## config.mk

```make
export PLATFORM = sky130hd
export DESIGN_NAME = watchdog_and_reset_control
export DESIGN_NICKNAME = d
export VERILOG_FILES = /design/src/inc/wdt_pkg.sv /design/src/core/slow_tick.sv /design/src/core/watchdog_and_reset_control.sv
export VERILOG_INCLUDE_DIRS = /design/src /design/src/inc
export SDC_FILE = /design/constraint.sdc
export NUM_CORES = 1
export LEC_CHECK = 0
export ABC_AREA = 1
export CAP_MARGIN = 20
export CORE_UTILIZATION = 57
export DETAILED_ROUTE_END_ITERATION = 12
export DONT_BUFFER_PORTS = 1
export PLACE_DENSITY = 0.77
export SLEW_MARGIN = 20
export SYNTH_ARGS = -nofsm -noshare
export SYNTH_HDL_FRONTEND = slang
export SYNTH_HIERARCHICAL = 1
export SYNTH_SLANG_ARGS = --single-unit
```

## constraint.sdc

```tcl
create_clock -name clk_i -period 1.48 [get_ports clk_i]
set_input_delay 0.296 -clock clk_i [delete_from_list [all_inputs] [get_ports clk_i]]
set_output_delay 0.296 -clock clk_i [all_outputs]
set_load 0.05 [all_outputs]
```

## src/inc/wdt_regs.svh

```systemverilog
// Purpose: Register offsets, field positions, reset values and codes of the watchdog and reset control
// Assumes: Word-aligned Wishbone registers, 8-bit data in low byte
// Notes:   Definitions only
`ifndef WDT_REGS_SVH
`define WDT_REGS_SVH

// ----------------------------------------
// Register byte offsets
// ----------------------------------------
`define OFS_WATCHDOG_CONTROL   4'h0
`define OFS_RESET_SOURCE_FLAGS 4'h4
`define OFS_LOW_VOLTAGE_CTRL   4'h8
`define OFS_CORE_STATUS        4'hC

// ----------------------------------------
// Reset values and codes
// ----------------------------------------
`define WATCHDOG_CONTROL_POR   8'h57
`define LOW_VOLTAGE_CTRL_POR   8'h5A
`define WD_CODE_DISABLE        5'h15
`define WD_CODE_ENABLE         5'h0A
`define LV_CODE_ENABLE         8'h5A
`define LV_CODE_DISABLE        8'hA5

// ----------------------------------------
// Field positions
// ----------------------------------------
`define WD_CODE_LSB            3
`define FLAG_WD_CODE           0
`define FLAG_LV_CODE           1
`define FLAG_LV_EVENT          2
`define STAT_TIMEOUT           0
`define STAT_POWER_DOWN        1

// ----------------------------------------
// Timing: slow clock 32 kHz from 40 MHz
// ----------------------------------------
`define CLK_HZ                 40000000
`define SLOW_CLOCK_HZ          32000
`define SLOW_DIV_CYCLES        (`CLK_HZ / `SLOW_CLOCK_HZ)

`endif

```

## src/inc/wdt_pkg.sv

```systemverilog
// Purpose: Types of the watchdog and reset control
// Assumes: Nothing
// Notes:   Offsets and codes live in wdt_regs.svh
package wdt_pkg;

	typedef enum logic [2:0] {
		RUN_MODE   = 3'b001,
		HALT_MODE  = 3'b010,
		RESET_MODE = 3'b100
	} run_state_t;

endpackage

```

## src/core/slow_tick.sv

```systemverilog
// Purpose: Slow-clock enable pulse derived from the system clock
// Assumes: One clock, synchronous reset
// Notes:   One pulse every DIV cycles
`timescale 1ns/100ps
module slow_tick #(
	parameter int DIV = 1250
) (
	input  wire logic clk_i,
	input  wire logic rst_i,
	output logic      tick_o
);
	initial begin
		if (DIV < 2 || DIV > 65536) begin
			$error("slow_tick: DIV must be between 2 and 65536");
		end
	end

	logic [15:0] cnt_q;

	always_ff @(posedge clk_i) begin
		if (rst_i || cnt_q == 16'(DIV - 1)) begin
			cnt_q <= 16'h0000;
		end else begin
			cnt_q <= cnt_q + 16'h0001;
		end
	end

	always_ff @(posedge clk_i) begin
		tick_o <= !rst_i && cnt_q == 16'(DIV - 1);
	end
endmodule

```

## src/core/watchdog_and_reset_control.sv

```systemverilog
// Purpose: Watchdog timer, reset-source flags, low-voltage reset and halt wake-up control
// Assumes: Wishbone classic slave, 40 MHz clk_i, core signals synchronous to clk_i
// Notes:   Summary of operation below
//
// Summary of operation
// - Port falling-edge wake resumes at instruction after halt.
// - Disabled interrupt or full stack wake resumes after halt, service deferred.
// - Enabled interrupt with stack room wakes into normal interrupt response.
// - Interrupt already pending at halt entry cannot wake the device.
// - Watchdog counts slow clock, tap selectable from 2^8 to 2^15.
// - Period select n gives timeout of 2^(8+n) slow clocks from a cleared count.
// - Code 10101 disables, 01010 enables, anything else resets after delay.
// - Invalid watchdog code reset sets flag bit 0.
// - Watchdog code reset flag stays set until software clears it.
// - Watchdog code field powers up enabled.
// - Overflow while running gives full reset and sets timeout flag.
// - Overflow in halt sets timeout flag and resets only PC and SP.
// - Invalid code, clear instruction or halt clears watchdog count.
// - Low-voltage code 01011010 enables 2.1V reset, 10100101 disables.
// - Low-voltage reset only after undervoltage lasts the qualification time.
// - Genuine low-voltage reset keeps low-voltage control contents.
// - Invalid low-voltage code resets after delay, sets flag, reloads register.
// - Low-voltage reset inactive in halt modes.
// - Low-voltage flags stay set until software clears them.
// - Power-on clears PC and sets port data and direction high.
// - Upper five bits of reset flag register read zero.
// - Power-down flag set by halt, cleared by power-up or clear instruction.
// - Halt clears timeout flag and count, counting resumes only if enabled.
//
// The Wishbone register port and the register offsets were decided locally.
`timescale 1ns/100ps
`include "wdt_regs.svh"
module watchdog_and_reset_control #(
	parameter int SOFTWARE_RESET_DELAY     = 4,
	parameter int UNDERVOLTAGE_QUALIFY_TIME = 4,
	parameter int SLOW_DIV                 = `SLOW_DIV_CYCLES,
	parameter int PORT_WIDTH               = 6
) (
	input  wire logic                  clk_i,
	input  wire logic                  rst_i,
	input  wire logic                  cyc_i,
	input  wire logic                  stb_i,
	input  wire logic                  we_i,
	input  wire logic [3:0]            adr_i,
	input  wire logic [3:0]            sel_i,
	input  wire logic [31:0]           dat_i,
	output logic      [31:0]           dat_o,
	output logic                       ack_o,
	input  wire logic                  halt_instr_i,
	input  wire logic                  clear_watchdog_instruction_i,
	input  wire logic [PORT_WIDTH-1:0] port_pins_i,
	input  wire logic [PORT_WIDTH-1:0] port_wake_enable_i,
	input  wire logic                  irq_request_i,
	input  wire logic                  irq_enabled_i,
	input  wire logic                  stack_full_i,
	input  wire logic                  undervoltage_i,
	output logic                       system_reset_o,
	output logic                       pc_sp_reset_o,
	output logic                       halted_o,
	output logic                       wake_resume_o,
	output logic                       wake_service_irq_o,
	output logic                       port_init_high_o
);
	initial begin
		if (SOFTWARE_RESET_DELAY < 1 || SOFTWARE_RESET_DELAY > 255 ||
		    UNDERVOLTAGE_QUALIFY_TIME < 1 || UNDERVOLTAGE_QUALIFY_TIME > 255 || PORT_WIDTH < 1) begin
			$error("watchdog_and_reset_control: parameter out of range");
		end
	end

	// ----------------------------------------
	// Slow clock enable and pin synchronisers
	// ----------------------------------------
	logic                  slow_tick;
	logic [PORT_WIDTH-1:0] pin_meta_q;
	logic [PORT_WIDTH-1:0] pin_sync_q;
	logic [PORT_WIDTH-1:0] pin_prev_q;
	logic                  uv_meta_q;
	logic                  uv_sync_q;

	slow_tick #(
		.DIV(SLOW_DIV)
	) u_slow_tick (
		.clk_i (clk_i),
		.rst_i (rst_i),
		.tick_o(slow_tick)
	);

	always_ff @(posedge clk_i) begin
		if (rst_i) begin
			pin_meta_q <= '1;
			pin_sync_q <= '1;
			pin_prev_q <= '1;
			uv_meta_q  <= 1'b0;
			uv_sync_q  <= 1'b0;
		end else begin
			pin_meta_q <= port_pins_i;
			pin_sync_q <= pin_meta_q;
			pin_prev_q <= pin_sync_q;
			uv_meta_q  <= undervoltage_i;
			uv_sync_q  <= uv_meta_q;
		end
	end

	// ----------------------------------------
	// Registers and state
	// ----------------------------------------
	logic [7:0]              watchdog_control_q;
	logic [7:0]              low_voltage_code_q;
	logic                    watchdog_code_reset_flag_q;
	logic                    low_voltage_code_reset_flag_q;
	logic                    low_voltage_event_flag_q;
	logic                    timeout_flag_q;
	logic                    power_down_flag_q;
	logic [15:0]             wd_count_q;
	logic [7:0]              wd_delay_q;
	logic [7:0]              lv_delay_q;
	logic [7:0]              uv_count_q;
	logic                    irq_pending_at_halt_q;
	wdt_pkg::run_state_t     state_q;

	logic [4:0]  watchdog_function_code;
	logic [2:0]  watchdog_period_select;
	logic        wd_code_bad;
	logic        lv_code_bad;
	logic        wd_enabled;
	logic        lv_enabled;
	logic        wd_overflow;
	logic        uv_qualified;
	logic        halted;
	logic        bus_wr;
	logic        port_wake;
	logic        irq_wake;
	logic        full_reset;

	assign watchdog_function_code = watchdog_control_q[7:`WD_CODE_LSB];
	assign watchdog_period_select = watchdog_control_q[2:0];
	assign wd_code_bad  = watchdog_function_code != `WD_CODE_ENABLE && watchdog_function_code != `WD_CODE_DISABLE;
	assign lv_code_bad  = low_voltage_code_q != `LV_CODE_ENABLE && low_voltage_code_q != `LV_CODE_DISABLE;
	assign wd_enabled   = watchdog_function_code == `WD_CODE_ENABLE;
	assign halted       = state_q == wdt_pkg::HALT_MODE;
	assign lv_enabled   = low_voltage_code_q == `LV_CODE_ENABLE && !halted;
	// Tap at bit 8+n; clear and halt zero the whole count, so the next period is a full 2^(8+n) slow ticks
	assign wd_overflow  = slow_tick && wd_enabled &&
	                      wd_count_q == 16'((32'h1 << (8 + watchdog_period_select)) - 1);
	assign uv_qualified = lv_enabled && uv_sync_q && slow_tick &&
	                      uv_count_q == 8'(UNDERVOLTAGE_QUALIFY_TIME);
	assign bus_wr       = cyc_i && stb_i && we_i && !ack_o && sel_i[0];
	assign port_wake    = |(pin_prev_q & ~pin_sync_q & port_wake_enable_i);
	assign irq_wake     = irq_request_i && !irq_pending_at_halt_q;
	assign full_reset   = (wd_overflow && !halted) ||
	                      (wd_code_bad && slow_tick && wd_delay_q == 8'(SOFTWARE_RESET_DELAY)) ||
	                      (lv_code_bad && slow_tick && lv_delay_q == 8'(SOFTWARE_RESET_DELAY)) ||
	                      uv_qualified;

	// ----------------------------------------
	// Watchdog control register
	// ----------------------------------------
	always_ff @(posedge clk_i) begin
		if (rst_i) begin
			watchdog_control_q <= `WATCHDOG_CONTROL_POR;
		end else if (bus_wr && adr_i == `OFS_WATCHDOG_CONTROL) begin
			watchdog_control_q <= dat_i[7:0];
		end
	end

	// ----------------------------------------
	// Low-voltage control register
	// ----------------------------------------
	always_ff @(posedge clk_i) begin
		if (rst_i) begin
			low_voltage_code_q <= `LOW_VOLTAGE_CTRL_POR;
		end else if (lv_code_bad && slow_tick && lv_delay_q == 8'(SOFTWARE_RESET_DELAY)) begin
			low_voltage_code_q <= `LOW_VOLTAGE_CTRL_POR;
		end else if (bus_wr && adr_i == `OFS_LOW_VOLTAGE_CTRL) begin
			low_voltage_code_q <= dat_i[7:0];
		end
	end

	// ----------------------------------------
	// Software reset delays and undervoltage qualifier
	// ----------------------------------------
	always_ff @(posedge clk_i) begin
		if (rst_i || !wd_code_bad) begin
			wd_delay_q <= 8'h00;
		end else if (slow_tick && wd_delay_q != 8'(SOFTWARE_RESET_DELAY)) begin
			wd_delay_q <= wd_delay_q + 8'h01;
		end
	end

	always_ff @(posedge clk_i) begin
		if (rst_i || !lv_code_bad) begin
			lv_delay_q <= 8'h00;
		end else if (slow_tick && lv_delay_q != 8'(SOFTWARE_RESET_DELAY)) begin
			lv_delay_q <= lv_delay_q + 8'h01;
		end
	end

	always_ff @(posedge clk_i) begin
		if (rst_i || !uv_sync_q || !lv_enabled) begin
			uv_count_q <= 8'h00;
		end else if (slow_tick && uv_count_q != 8'(UNDERVOLTAGE_QUALIFY_TIME)) begin
			uv_count_q <= uv_count_q + 8'h01;
		end
	end

	// ----------------------------------------
	// Watchdog counter
	// ----------------------------------------
	always_ff @(posedge clk_i) begin
		if (rst_i || wd_code_bad || clear_watchdog_instruction_i || halt_instr_i || wd_overflow) begin
			wd_count_q <= 16'h0000;
		end else if (slow_tick && wd_enabled) begin
			wd_count_q <= wd_count_q + 16'h0001;
		end
	end

	// ----------------------------------------
	// Reset-source flags (set wins over clear)
	// ----------------------------------------
	always_ff @(posedge clk_i) begin
		if (rst_i) begin
			watchdog_code_reset_flag_q    <= 1'b0;
			low_voltage_code_reset_flag_q <= 1'b0;
			low_voltage_event_flag_q      <= 1'b0;
		end else begin
			if (bus_wr && adr_i == `OFS_RESET_SOURCE_FLAGS) begin
				watchdog_code_reset_flag_q    <= dat_i[`FLAG_WD_CODE] & watchdog_code_reset_flag_q;
				low_voltage_code_reset_flag_q <= dat_i[`FLAG_LV_CODE] & low_voltage_code_reset_flag_q;
				low_voltage_event_flag_q      <= dat_i[`FLAG_LV_EVENT] & low_voltage_event_flag_q;
			end
			if (wd_code_bad && slow_tick && wd_delay_q == 8'(SOFTWARE_RESET_DELAY)) begin
				watchdog_code_reset_flag_q <= 1'b1;
			end
			if (lv_code_bad && slow_tick && lv_delay_q == 8'(SOFTWARE_RESET_DELAY)) begin
				low_voltage_code_reset_flag_q <= 1'b1;
			end
			if (uv_qualified) begin
				low_voltage_event_flag_q <= 1'b1;
			end
		end
	end

	// ----------------------------------------
	// Status flags
	// ----------------------------------------
	always_ff @(posedge clk_i) begin
		if (rst_i) begin
			timeout_flag_q    <= 1'b0;
			power_down_flag_q <= 1'b0;
		end else begin
			if (wd_overflow) begin
				timeout_flag_q <= 1'b1;
			end else if (halt_instr_i && state_q == wdt_pkg::RUN_MODE) begin
				timeout_flag_q <= 1'b0;
			end
			if (halt_instr_i && state_q == wdt_pkg::RUN_MODE) begin
				power_down_flag_q <= 1'b1;
			end else if (clear_watchdog_instruction_i) begin
				power_down_flag_q <= 1'b0;
			end
		end
	end

	// ----------------------------------------
	// Run, halt and reset sequencing
	// ----------------------------------------
	always_ff @(posedge clk_i) begin
		if (rst_i) begin
			state_q               <= wdt_pkg::RESET_MODE;
			irq_pending_at_halt_q <= 1'b0;
			system_reset_o        <= 1'b1;
			pc_sp_reset_o         <= 1'b1;
			port_init_high_o      <= 1'b1;
			halted_o              <= 1'b0;
			wake_resume_o         <= 1'b0;
			wake_service_irq_o    <= 1'b0;
		end else begin
			system_reset_o     <= 1'b0;
			pc_sp_reset_o      <= 1'b0;
			port_init_high_o   <= 1'b0;
			wake_resume_o      <= 1'b0;
			wake_service_irq_o <= 1'b0;
			case (state_q)
				wdt_pkg::RESET_MODE: begin
					state_q <= wdt_pkg::RUN_MODE;
				end
				wdt_pkg::RUN_MODE: begin
					if (full_reset) begin
						system_reset_o   <= 1'b1;
						pc_sp_reset_o    <= 1'b1;
						port_init_high_o <= 1'b1;
						state_q          <= wdt_pkg::RESET_MODE;
					end else if (halt_instr_i) begin
						irq_pending_at_halt_q <= irq_request_i;
						halted_o              <= 1'b1;
						state_q               <= wdt_pkg::HALT_MODE;
					end
				end
				wdt_pkg::HALT_MODE: begin
					if (wd_overflow) begin
						pc_sp_reset_o <= 1'b1;
						halted_o      <= 1'b0;
						state_q       <= wdt_pkg::RUN_MODE;
					end else if (full_reset) begin
						system_reset_o   <= 1'b1;
						pc_sp_reset_o    <= 1'b1;
						port_init_high_o <= 1'b1;
						halted_o         <= 1'b0;
						state_q          <= wdt_pkg::RESET_MODE;
					end else if (port_wake) begin
						wake_resume_o <= 1'b1;
						halted_o      <= 1'b0;
						state_q       <= wdt_pkg::RUN_MODE;
					end else if (irq_wake) begin
						if (irq_enabled_i && !stack_full_i) begin
							wake_service_irq_o <= 1'b1;
						end else begin
							wake_resume_o <= 1'b1;
						end
						halted_o <= 1'b0;
						state_q  <= wdt_pkg::RUN_MODE;
					end
				end
				default: begin
					state_q <= wdt_pkg::RESET_MODE;
				end
			endcase
		end
	end

	// ----------------------------------------
	// Wishbone read data and acknowledge
	// ----------------------------------------
	always_ff @(posedge clk_i) begin
		if (rst_i) begin
			ack_o <= 1'b0;
			dat_o <= 32'h00000000;
		end else begin
			ack_o <= cyc_i && stb_i && !ack_o;
			if (adr_i == `OFS_WATCHDOG_CONTROL) begin
				dat_o <= {24'h000000, watchdog_control_q};
			end else if (adr_i == `OFS_RESET_SOURCE_FLAGS) begin
				dat_o <= {29'h00000000, low_voltage_event_flag_q, low_voltage_code_reset_flag_q,
				          watchdog_code_reset_flag_q};
			end else if (adr_i == `OFS_LOW_VOLTAGE_CTRL) begin
				dat_o <= {24'h000000, low_voltage_code_q};
			end else if (adr_i == `OFS_CORE_STATUS) begin
				dat_o <= {30'h00000000, power_down_flag_q, timeout_flag_q};
			end else begin
				dat_o <= 32'h00000000;
			end
		end
	end
endmodule

```

Word level (Yosys, flattened, before mapping)
Cells that the tools add are included.

Add/sub/neg operators: 7. Eq/ne operators: 24. Shifts and indexed selects: 1. Mux-type cells: 37. Bitwise gates (word level): 9. Reductions and logical operators: 64.

Operator list (count): 16-bit by 1-bit adder with 16-bit output, second input constant (2); 1-bit logical AND (28); 8-bit by 1-bit adder with 8-bit output, second input constant (3); 8-bit by 3-bit == test with 1-bit output, second input constant (3); 8-bit 2-to-1 mux (3); 8-bit by 3-bit inequality test with 1-bit output, second input constant (3); 1-bit 2-to-1 mux (23); 3-bit 2-to-1 mux (6); 16-bit by 11-bit == test with 1-bit output, second input constant (1); 16-bit == test (1); 1-bit by 5-bit << shifter with 16-bit output, first input constant (1); 16-bit by 1-bit subtractor with 16-bit output, second input constant (1); 6-bit bitwise AND (2); 1-bit logical OR (12); 2-bit nonzero test (6); 11-bit OR reduction (1); 1-bit logical NOT (9); 3-bit case mux with 3 select lines (1); 4-bit == test, second input constant (2); 8-bit by 7-bit == test with 1-bit output, second input constant (1); 8-bit by 7-bit inequality test with 1-bit output, second input constant (1); 8-bit inequality test, second input constant (1); 4-bit OR reduction (2); 6-bit inverter (1); other kinds (21) (28).

Register bits after elaboration: 140. Input bits: 63. Word-level logic and storage cells: 170.

Logic depth before layout (Yosys ltp)
Depth after elaboration: 12. Depth in mapped cells: 13. Depth with buffers taken out: 13.

Hierarchy
Netlist, hierarchy kept.

Modules (own cells, without submodules): watchdog_and_reset_control (instances 1, cells each 674, area each 4843.4 µm², sequential area each 1981.9 µm²); slow_tick (instances 1, cells each 128, area each 897.1 µm², sequential area each 340.3 µm²).

Least setup slack after synthesis
OpenSTA, ideal clock, no wires.

Path kind: register to register. Start point: register ack_o. End point: register low_voltage_code_q[2]. Library setup time: 0.086 ns. Arrival: 1.485 ns. Data required time: 1.394 ns. Setup slack: -0.091 ns. Stages on the path, launching flop included: 8. Path buffers: 1. Period minus slack after synthesis: 1.571 ns. Cell sequence: dfxtp_1 nor2_1 nand3_1 inv_1 nand2_1 clkbuf_1 nor2_1 a211oi_1.

Word-level cells in the longest chain between the ends: 4.

Ends and longest elaborated chain: start: declaration (RTL line watchdog_and_reset_control.sv:48) `output logic ack_o,`; start signal: assignment (RTL line watchdog_and_reset_control.sv:340) `ack_o <= cyc_i && stb_i && !ack_o;`; 1-bit logical NOT (RTL line watchdog_and_reset_control.sv:148) `assign bus_wr = cyc_i && stb_i && we_i && !ack_o && sel_i[0];`; 1-bit logical AND (2 in series) (RTL line watchdog_and_reset_control.sv:148); 1-bit logical AND (no source line); end signal: assignment (RTL line watchdog_and_reset_control.sv:172) `` low_voltage_code_q <= `LOW_VOLTAGE_CTRL_POR; ``; end signal: assignment (RTL line watchdog_and_reset_control.sv:174) `` low_voltage_code_q <= `LOW_VOLTAGE_CTRL_POR; ``; end signal: assignment (RTL line watchdog_and_reset_control.sv:176) `low_voltage_code_q <= dat_i[7:0];`; end: declaration (RTL line watchdog_and_reset_control.sv:109) `logic [7:0] low_voltage_code_q;`.

No other way between the ends. A chain may end at the register's enable or synchronous reset.

Final worst setup path
Start point: register pin_sync_q[2]. End point: register halted_o.

Word-level cells in the longest chain between the ends: 8.

Ends and longest elaborated chain: start: declaration (RTL line watchdog_and_reset_control.sv:76) `logic [PORT_WIDTH-1:0] pin_sync_q;`; start signal: assignment (RTL line watchdog_and_reset_control.sv:98) `pin_sync_q <= pin_meta_q;`; 6-bit inverter * (RTL line watchdog_and_reset_control.sv:149) `assign port_wake = |(pin_prev_q & ~pin_sync_q & port_wake_enable_i);`; 6-bit bitwise AND * (2 in series) (RTL line watchdog_and_reset_control.sv:149); 6-bit OR reduction * (RTL line watchdog_and_reset_control.sv:149); 1-bit 2-to-1 mux (RTL line watchdog_and_reset_control.sv:311) `end else if (port_wake) begin`; 1-bit 2-to-1 mux (RTL line watchdog_and_reset_control.sv:305) `end else if (full_reset) begin`; 1-bit 2-to-1 mux (RTL line watchdog_and_reset_control.sv:301) `if (wd_overflow) begin`; 1-bit case mux with 2 select lines (RTL line watchdog_and_reset_control.sv:284) `case (state_q)`; end signal: assignment (RTL line watchdog_and_reset_control.sv:303) `halted_o <= 1'b0;`; end signal: assignment (RTL line watchdog_and_reset_control.sv:309) `halted_o <= 1'b0;`; end signal: assignment (RTL line watchdog_and_reset_control.sv:313) `halted_o <= 1'b0;`; end: declaration (RTL line watchdog_and_reset_control.sv:59) `output logic halted_o,`.

Every way passes the cells marked *; elsewhere a longest branch is shown, timed or not.

==> impl_metrics.prom <==
# TYPE chip_impl_metric gauge
chip_impl_metric{name="avgRoutedWirePerCell",unit="um"} 21.8
chip_impl_metric{name="cts_num_sinks",unit=""} 116
chip_impl_metric{name="routed_wl",unit="um"} 24200
chip_impl_metric{name="tightest_slew",unit="ns"} 1.16
chip_impl_metric{name="maximum_number_of_pins_on_one_net_before_global_route_repair",unit=""} 23
chip_impl_metric{name="share_of_cells_above_drive_strength_1",unit="%"} 39.1
chip_impl_metric{name="p_seq_share",unit="%"} 39.7
chip_impl_metric{name="final_min_period_over_clock_period",unit="%"} 135
chip_impl_metric{name="ys_seq_area_share",unit="%"} 40.5
chip_impl_metric{name="critical_path.max_fanout",unit=""} 2
chip_impl_info{name="run_status",value="finished, violations left"} 1
chip_impl_metric{name="synth_xor_area_share",unit="%"} 1.37
chip_impl_info{name="cp-end-kind",value="flop"} 1
chip_impl_metric{name="synth.area.mux_share",unit="%"} 0
chip_impl_metric{name="cp_data_required_time",unit="ns"} 1.95
chip_impl_metric{name="yosys.area_share.adder",unit="%"} 1.96
chip_impl_info{name="worstHoldStart",value="dat_i[0]"} 1
chip_impl_metric{name="finalWeightedCongestion",unit=""} 0.892
chip_impl_info{name="failed_checks",value="negative hold slack, negative setup slack"} 1
chip_impl_metric{name="post-layout-total-power",unit="mW"} 8.12
chip_impl_metric{name="post-route-drc-count",unit=""} 0
chip_impl_info{name="critPathLaunchType",value="flop"} 1
chip_impl_metric{name="worst_clock_skew",unit="ns"} 0.0187
chip_impl_metric{name="vdd_drop_max",unit="uV"} 851
chip_impl_metric{name="finalHoldViolations",unit=""} 1
chip_impl_metric{name="placeableCoreArea",unit="sq um"} 9770
chip_impl_metric{name="total_negative_slack_for_setup_checks",unit="ns"} -11.38
chip_impl_metric{name="grt_pass1_wl",unit="um"} 27000
chip_impl_metric{name="netlist_instances",unit=""} 802
chip_impl_metric{name="initial_utilization",unit="%"} 58.7
chip_impl_metric{name="floorplan.die.height",unit="um"} 102
chip_impl_metric{name="first_global_vias",unit=""} 5847
chip_impl_metric{name="count_of_flip_flops_with_a_built_in_enable_after_synthesis",unit=""} 0
chip_impl_metric{name="synthesis.yosys.warnings",unit=""} 6
chip_impl_metric{name="slew_violations",unit=""} 0
chip_impl_metric{name="worst_skew_pair.late_latency",unit="ns"} 0.55
chip_impl_metric{name="grt_antenna_before_repair",unit=""} 5
chip_impl_metric{name="total_iterations_of_the_first_detailed_routing_run",unit=""} 10
chip_impl_metric{name="dpl.hpwl",unit="um"} 9450
chip_impl_metric{name="static_leakage_power",unit="nW"} 3.55
chip_impl_metric{name="vias_per_cell",unit=""} 6.25
chip_impl_metric{name="rows",unit=""} 36
chip_impl_metric{name="io_buffer_count",unit=""} 0
chip_impl_metric{name="drt_first_iter_violations",unit=""} 1157
chip_impl_info{name="synth_ff_type",value="sky130_fd_sc_hd__dfxtp_1"} 1
chip_impl_metric{name="postSynthAreaPerCell",unit="sq um"} 7.16
chip_impl_metric{name="setup_violations",unit=""} 60
chip_impl_info{name="critPathLaunch",value="pin_sync_q[2]"} 1
chip_impl_info{name="largest_family_of_logic_cells_by_synthesized_area",value="simple AND/OR/NAND/NOR gates"} 1
chip_impl_metric{name="grtUsageTotal",unit="%"} 33.7
chip_impl_metric{name="fmax",unit="MHz"} 502
chip_impl_metric{name="antenna_left",unit=""} 0
chip_impl_info{name="cts_tree",value="done"} 1
chip_impl_metric{name="finalNetCount",unit=""} 1035
chip_impl_metric{name="n_fill_cell",unit=""} 429
chip_impl_metric{name="routed-via-count",unit=""} 6959
chip_impl_metric{name="die_w",unit="um"} 102
chip_impl_metric{name="area_growth",unit="%"} 47.0
chip_impl_metric{name="clock_power_share",unit="%"} 53.2
chip_impl_metric{name="top_level_ports",unit=""} 102
chip_impl_metric{name="synth-compound-area-share",unit="%"} 9.33
chip_impl_info{name="grt_setup_unrepaired",value="yes"} 1
chip_impl_metric{name="power_spent_charging_and_discharging_nets",unit="mW"} 2.31
chip_impl_info{name="cts-root-buf",value="sky130_fd_sc_hd__clkbuf_8"} 1
chip_impl_metric{name="pwr-share-comb",unit="%"} 7.1
chip_impl_metric{name="cts-htree-levels",unit=""} 4
chip_impl_info{name="hold_path.class",value="in -> reg"} 1
chip_impl_metric{name="cap_violations",unit=""} 0
chip_impl_metric{name="synth_async_sr_flop_share",unit="%"} 0
chip_impl_metric{name="post_synth_design_cell_area",unit="sq um"} 5740
chip_impl_metric{name="yosys.cell_types.count",unit=""} 44
chip_impl_metric{name="global_route.overflow_total",unit=""} 0
chip_impl_metric{name="switching_share",unit="%"} 28.4
chip_impl_metric{name="finalCriticalPeriod",unit="ns"} 1.99
chip_impl_metric{name="hold-worst-slack",unit="ns"} -0.000297
chip_impl_metric{name="area_fraction_in_and_or_nand_and_nor_cells_after_synthesis",unit="%"} 34.9
chip_impl_metric{name="max-slew-margin-rel",unit="%"} 23.0
chip_impl_metric{name="setup_ws",unit="ns"} -0.513
chip_impl_metric{name="ctsLongestPathBuffers",unit=""} 2
chip_impl_metric{name="cellInternalPower",unit="mW"} 5.82
chip_impl_metric{name="worst_setup_hold_path_clk_slew",unit="ns"} 0.08
chip_impl_metric{name="die-area",unit="sq um"} 10500
chip_impl_metric{name="synth.ff_latch_count",unit=""} 116
chip_impl_info{name="reg2reg_from",value="pin_sync_q[2]"} 1
chip_impl_metric{name="power.density",unit="nW/um^2"} 962
chip_impl_metric{name="cts_made_buffers",unit=""} 17
chip_impl_info{name="setup.worst_path.class",value="reg -> reg"} 1
chip_impl_metric{name="crit_arrival",unit="ns"} 2.46
cells in the mapped netlist (6+ instances only):
| master | instances | area share (%) |
|---|---|---|
| sky130_fd_sc_hd__or2_2 | 12 | 1.3 |
| sky130_fd_sc_hd__a21oi_1 | 50 | 4.4 |
| sky130_fd_sc_hd__nand2_2 | 6 | 0.65 |
| sky130_fd_sc_hd__inv_2 | 6 | 0.39 |
| sky130_fd_sc_hd__o211ai_1 | 6 | 0.78 |
| sky130_fd_sc_hd__nand3_1 | 65 | 5.7 |
| sky130_fd_sc_hd__inv_1 | 105 | 6.9 |
| sky130_fd_sc_hd__dfxtp_1 | 116 | 40 |
| sky130_fd_sc_hd__nor2_1 | 99 | 6.5 |
| sky130_fd_sc_hd__nand2_1 | 169 | 11 |
| sky130_fd_sc_hd__nor2_2 | 13 | 1.4 |
| sky130_fd_sc_hd__nor3b_1 | 7 | 0.92 |
| sky130_fd_sc_hd__clkbuf_1 | 7 | 0.46 |
| sky130_fd_sc_hd__buf_4 | 28 | 3.7 |
| sky130_fd_sc_hd__nand4_1 | 15 | 1.6 |
| sky130_fd_sc_hd__o21ai_0 | 17 | 1.5 |
| sky130_fd_sc_hd__o21ai_1 | 6 | 0.52 |
| sky130_fd_sc_hd__nor3_1 | 12 | 1.0 |
| sky130_fd_sc_hd__ha_1 | 9 | 2.0 |
worst max-delay path, cell delays in order (launching register included):
cell	delay (ns)
sky130_fd_sc_hd__dfxtp_1	0.34
sky130_fd_sc_hd__inv_1	0.07
sky130_fd_sc_hd__nand3_1	0.08
sky130_fd_sc_hd__nand2_1	0.07
sky130_fd_sc_hd__nor2_1	0.16
sky130_fd_sc_hd__nand3_1	0.17
sky130_fd_sc_hd__nor2_2	0.44
sky130_fd_sc_hd__nand4_1	0.21
sky130_fd_sc_hd__nand2_1	0.13
sky130_fd_sc_hd__nand2_1	0.08
sky130_fd_sc_hd__nor2_1	0.16
power by group through the flow:
| stage | combinational [mW] | clock (mW) | sequential (mW) |
|---|---|---|---|
| floorplan | 0.354 | 0 | 3.30 |
| global placement | 0.369 | 0 | 3.29 |
| detailed placement | 0.377 | 0 | 3.29 |
| CTS | 0.454 | 4.18 | 3.22 |
| global route | 0.626 | 4.44 | 3.23 |
| finish | 0.575 | 4.32 | 3.23 |
state kept, by name, summed over array words and instances (netlist names), 6 cells and up:
signal	count
wd_delay_q	8
wd_count_q	16
pin_meta_q	6
low_voltage_code_q	8
u_slow_tick/cnt_q	16
uv_count_q	8
watchdog_control_q	8
dat_o	8
lv_delay_q	8
pin_prev_q	6
pin_sync_q	6
kinds of logic after synthesis:
logic type	after synthesis
other cells	1
compound gates	95
simple gates	422
buf+inv	150
fa+ha+maj	9
flops	116
xor+xnor	9
layer usage:
| metal | vias up | GRT usage [%] | share of wire [%] |
|---|---|---|---|
| met3 | 266 | 8.89 | 12 |
| met4 | 0 | 21.5 | 9.9 |
| met1 | 3203 | 34.5 | 32 |
| li1 | 2854 | - | - |
| met5 | - | 0 | 0 |
| met2 | 636 | 60.7 | 46 |
cell type report:
cell class	instances	area, sq um	area share (%)
antenna	4	10.0	0.119
multi-input combinational	559	3520	41.7
clock inverter	15	181	2.15
timing repair buffer	156	1330	15.7
tap	133	166	1.97
inverter	113	447	5.29
clock buffer	17	414	4.91
sequential	116	2380	28.2
timing repair:
item                                   CTS  global route
pin swaps                               29            64
gates cloned                             0             0
hold buffers                            28             1
setup endpoints to repair               41            81
gates resized for setup                 50           185
endpoints found under the hold margin   48             8
buffers inserted                        14            22
cells in the final DEF (no fill, tap or decap), types with 4 or more instances in the layout:
cell	synthesis	layout
sky130_fd_sc_hd__buf_6	2	11
sky130_fd_sc_hd__nand3_1	65	50
sky130_fd_sc_hd__ha_1	9	5
sky130_fd_sc_hd__inv_6	0	8
sky130_fd_sc_hd__o211ai_1	6	6
sky130_fd_sc_hd__clkbuf_16	0	16
sky130_fd_sc_hd__inv_8	0	5
sky130_fd_sc_hd__nand2_2	6	24
sky130_fd_sc_hd__nand3_4	1	8
sky130_fd_sc_hd__o21ai_2	0	9
sky130_fd_sc_hd__ha_4	0	4
sky130_fd_sc_hd__inv_1	105	89
sky130_fd_sc_hd__buf_4	28	113
sky130_fd_sc_hd__conb_1	1	24
sky130_fd_sc_hd__nor3_4	2	5
sky130_fd_sc_hd__xor2_1	5	5
sky130_fd_sc_hd__nand3_2	5	13
sky130_fd_sc_hd__a21oi_2	3	17
sky130_fd_sc_hd__nor2_2	13	15
sky130_fd_sc_hd__nor3b_2	0	4
sky130_fd_sc_hd__diode_2	0	4
sky130_fd_sc_hd__a21oi_1	50	34
sky130_fd_sc_hd__dfxtp_1	116	81
sky130_fd_sc_hd__nor2_4	5	25
sky130_fd_sc_hd__o21ai_0	17	10
sky130_fd_sc_hd__nand2_1	169	144
sky130_fd_sc_hd__dfxtp_4	0	4
sky130_fd_sc_hd__dfxtp_2	0	31
sky130_fd_sc_hd__or2_2	12	12
sky130_fd_sc_hd__inv_2	6	19
sky130_fd_sc_hd__nor3_2	2	7
sky130_fd_sc_hd__nand4_1	15	15
sky130_fd_sc_hd__nor2_1	99	77
sky130_fd_sc_hd__dlygate4sd3_1	0	28
sky130_fd_sc_hd__nand2_4	2	8
sky130_fd_sc_hd__nor3_1	12	4
worst paths after layout:
kind / endpoint / slack, ns / cells after the start
worst min-delay path: watchdog_code_reset_flag_q / -0.0003 / 2
worst max register to register: halted_o / -0.51 / 10
worst min register to register: pin_sync_q[5] / 0.43 / 1
worst max-delay path: halted_o / -0.51 / 10
metrics by stage:
stage	util, %	cells	hold slack [ns]	worst slack, ns	area [sq um]
2_1_floorplan	-	825	0.368	0.00223	5840
6_report	86.4	1113	-0.000297	-0.513	8440
5_1_grt	86.3	1112	-0.0225	-0.781	8440
3_3_place_gp	66.3	1014	0.371	-0.0988	6480
4_1_cts	78.2	1088	0.0170	-0.119	7640
3_5_place_dp	66.3	1014	0.371	-0.160	6480
No activity file was read; power rests on OpenSTA's default activity.
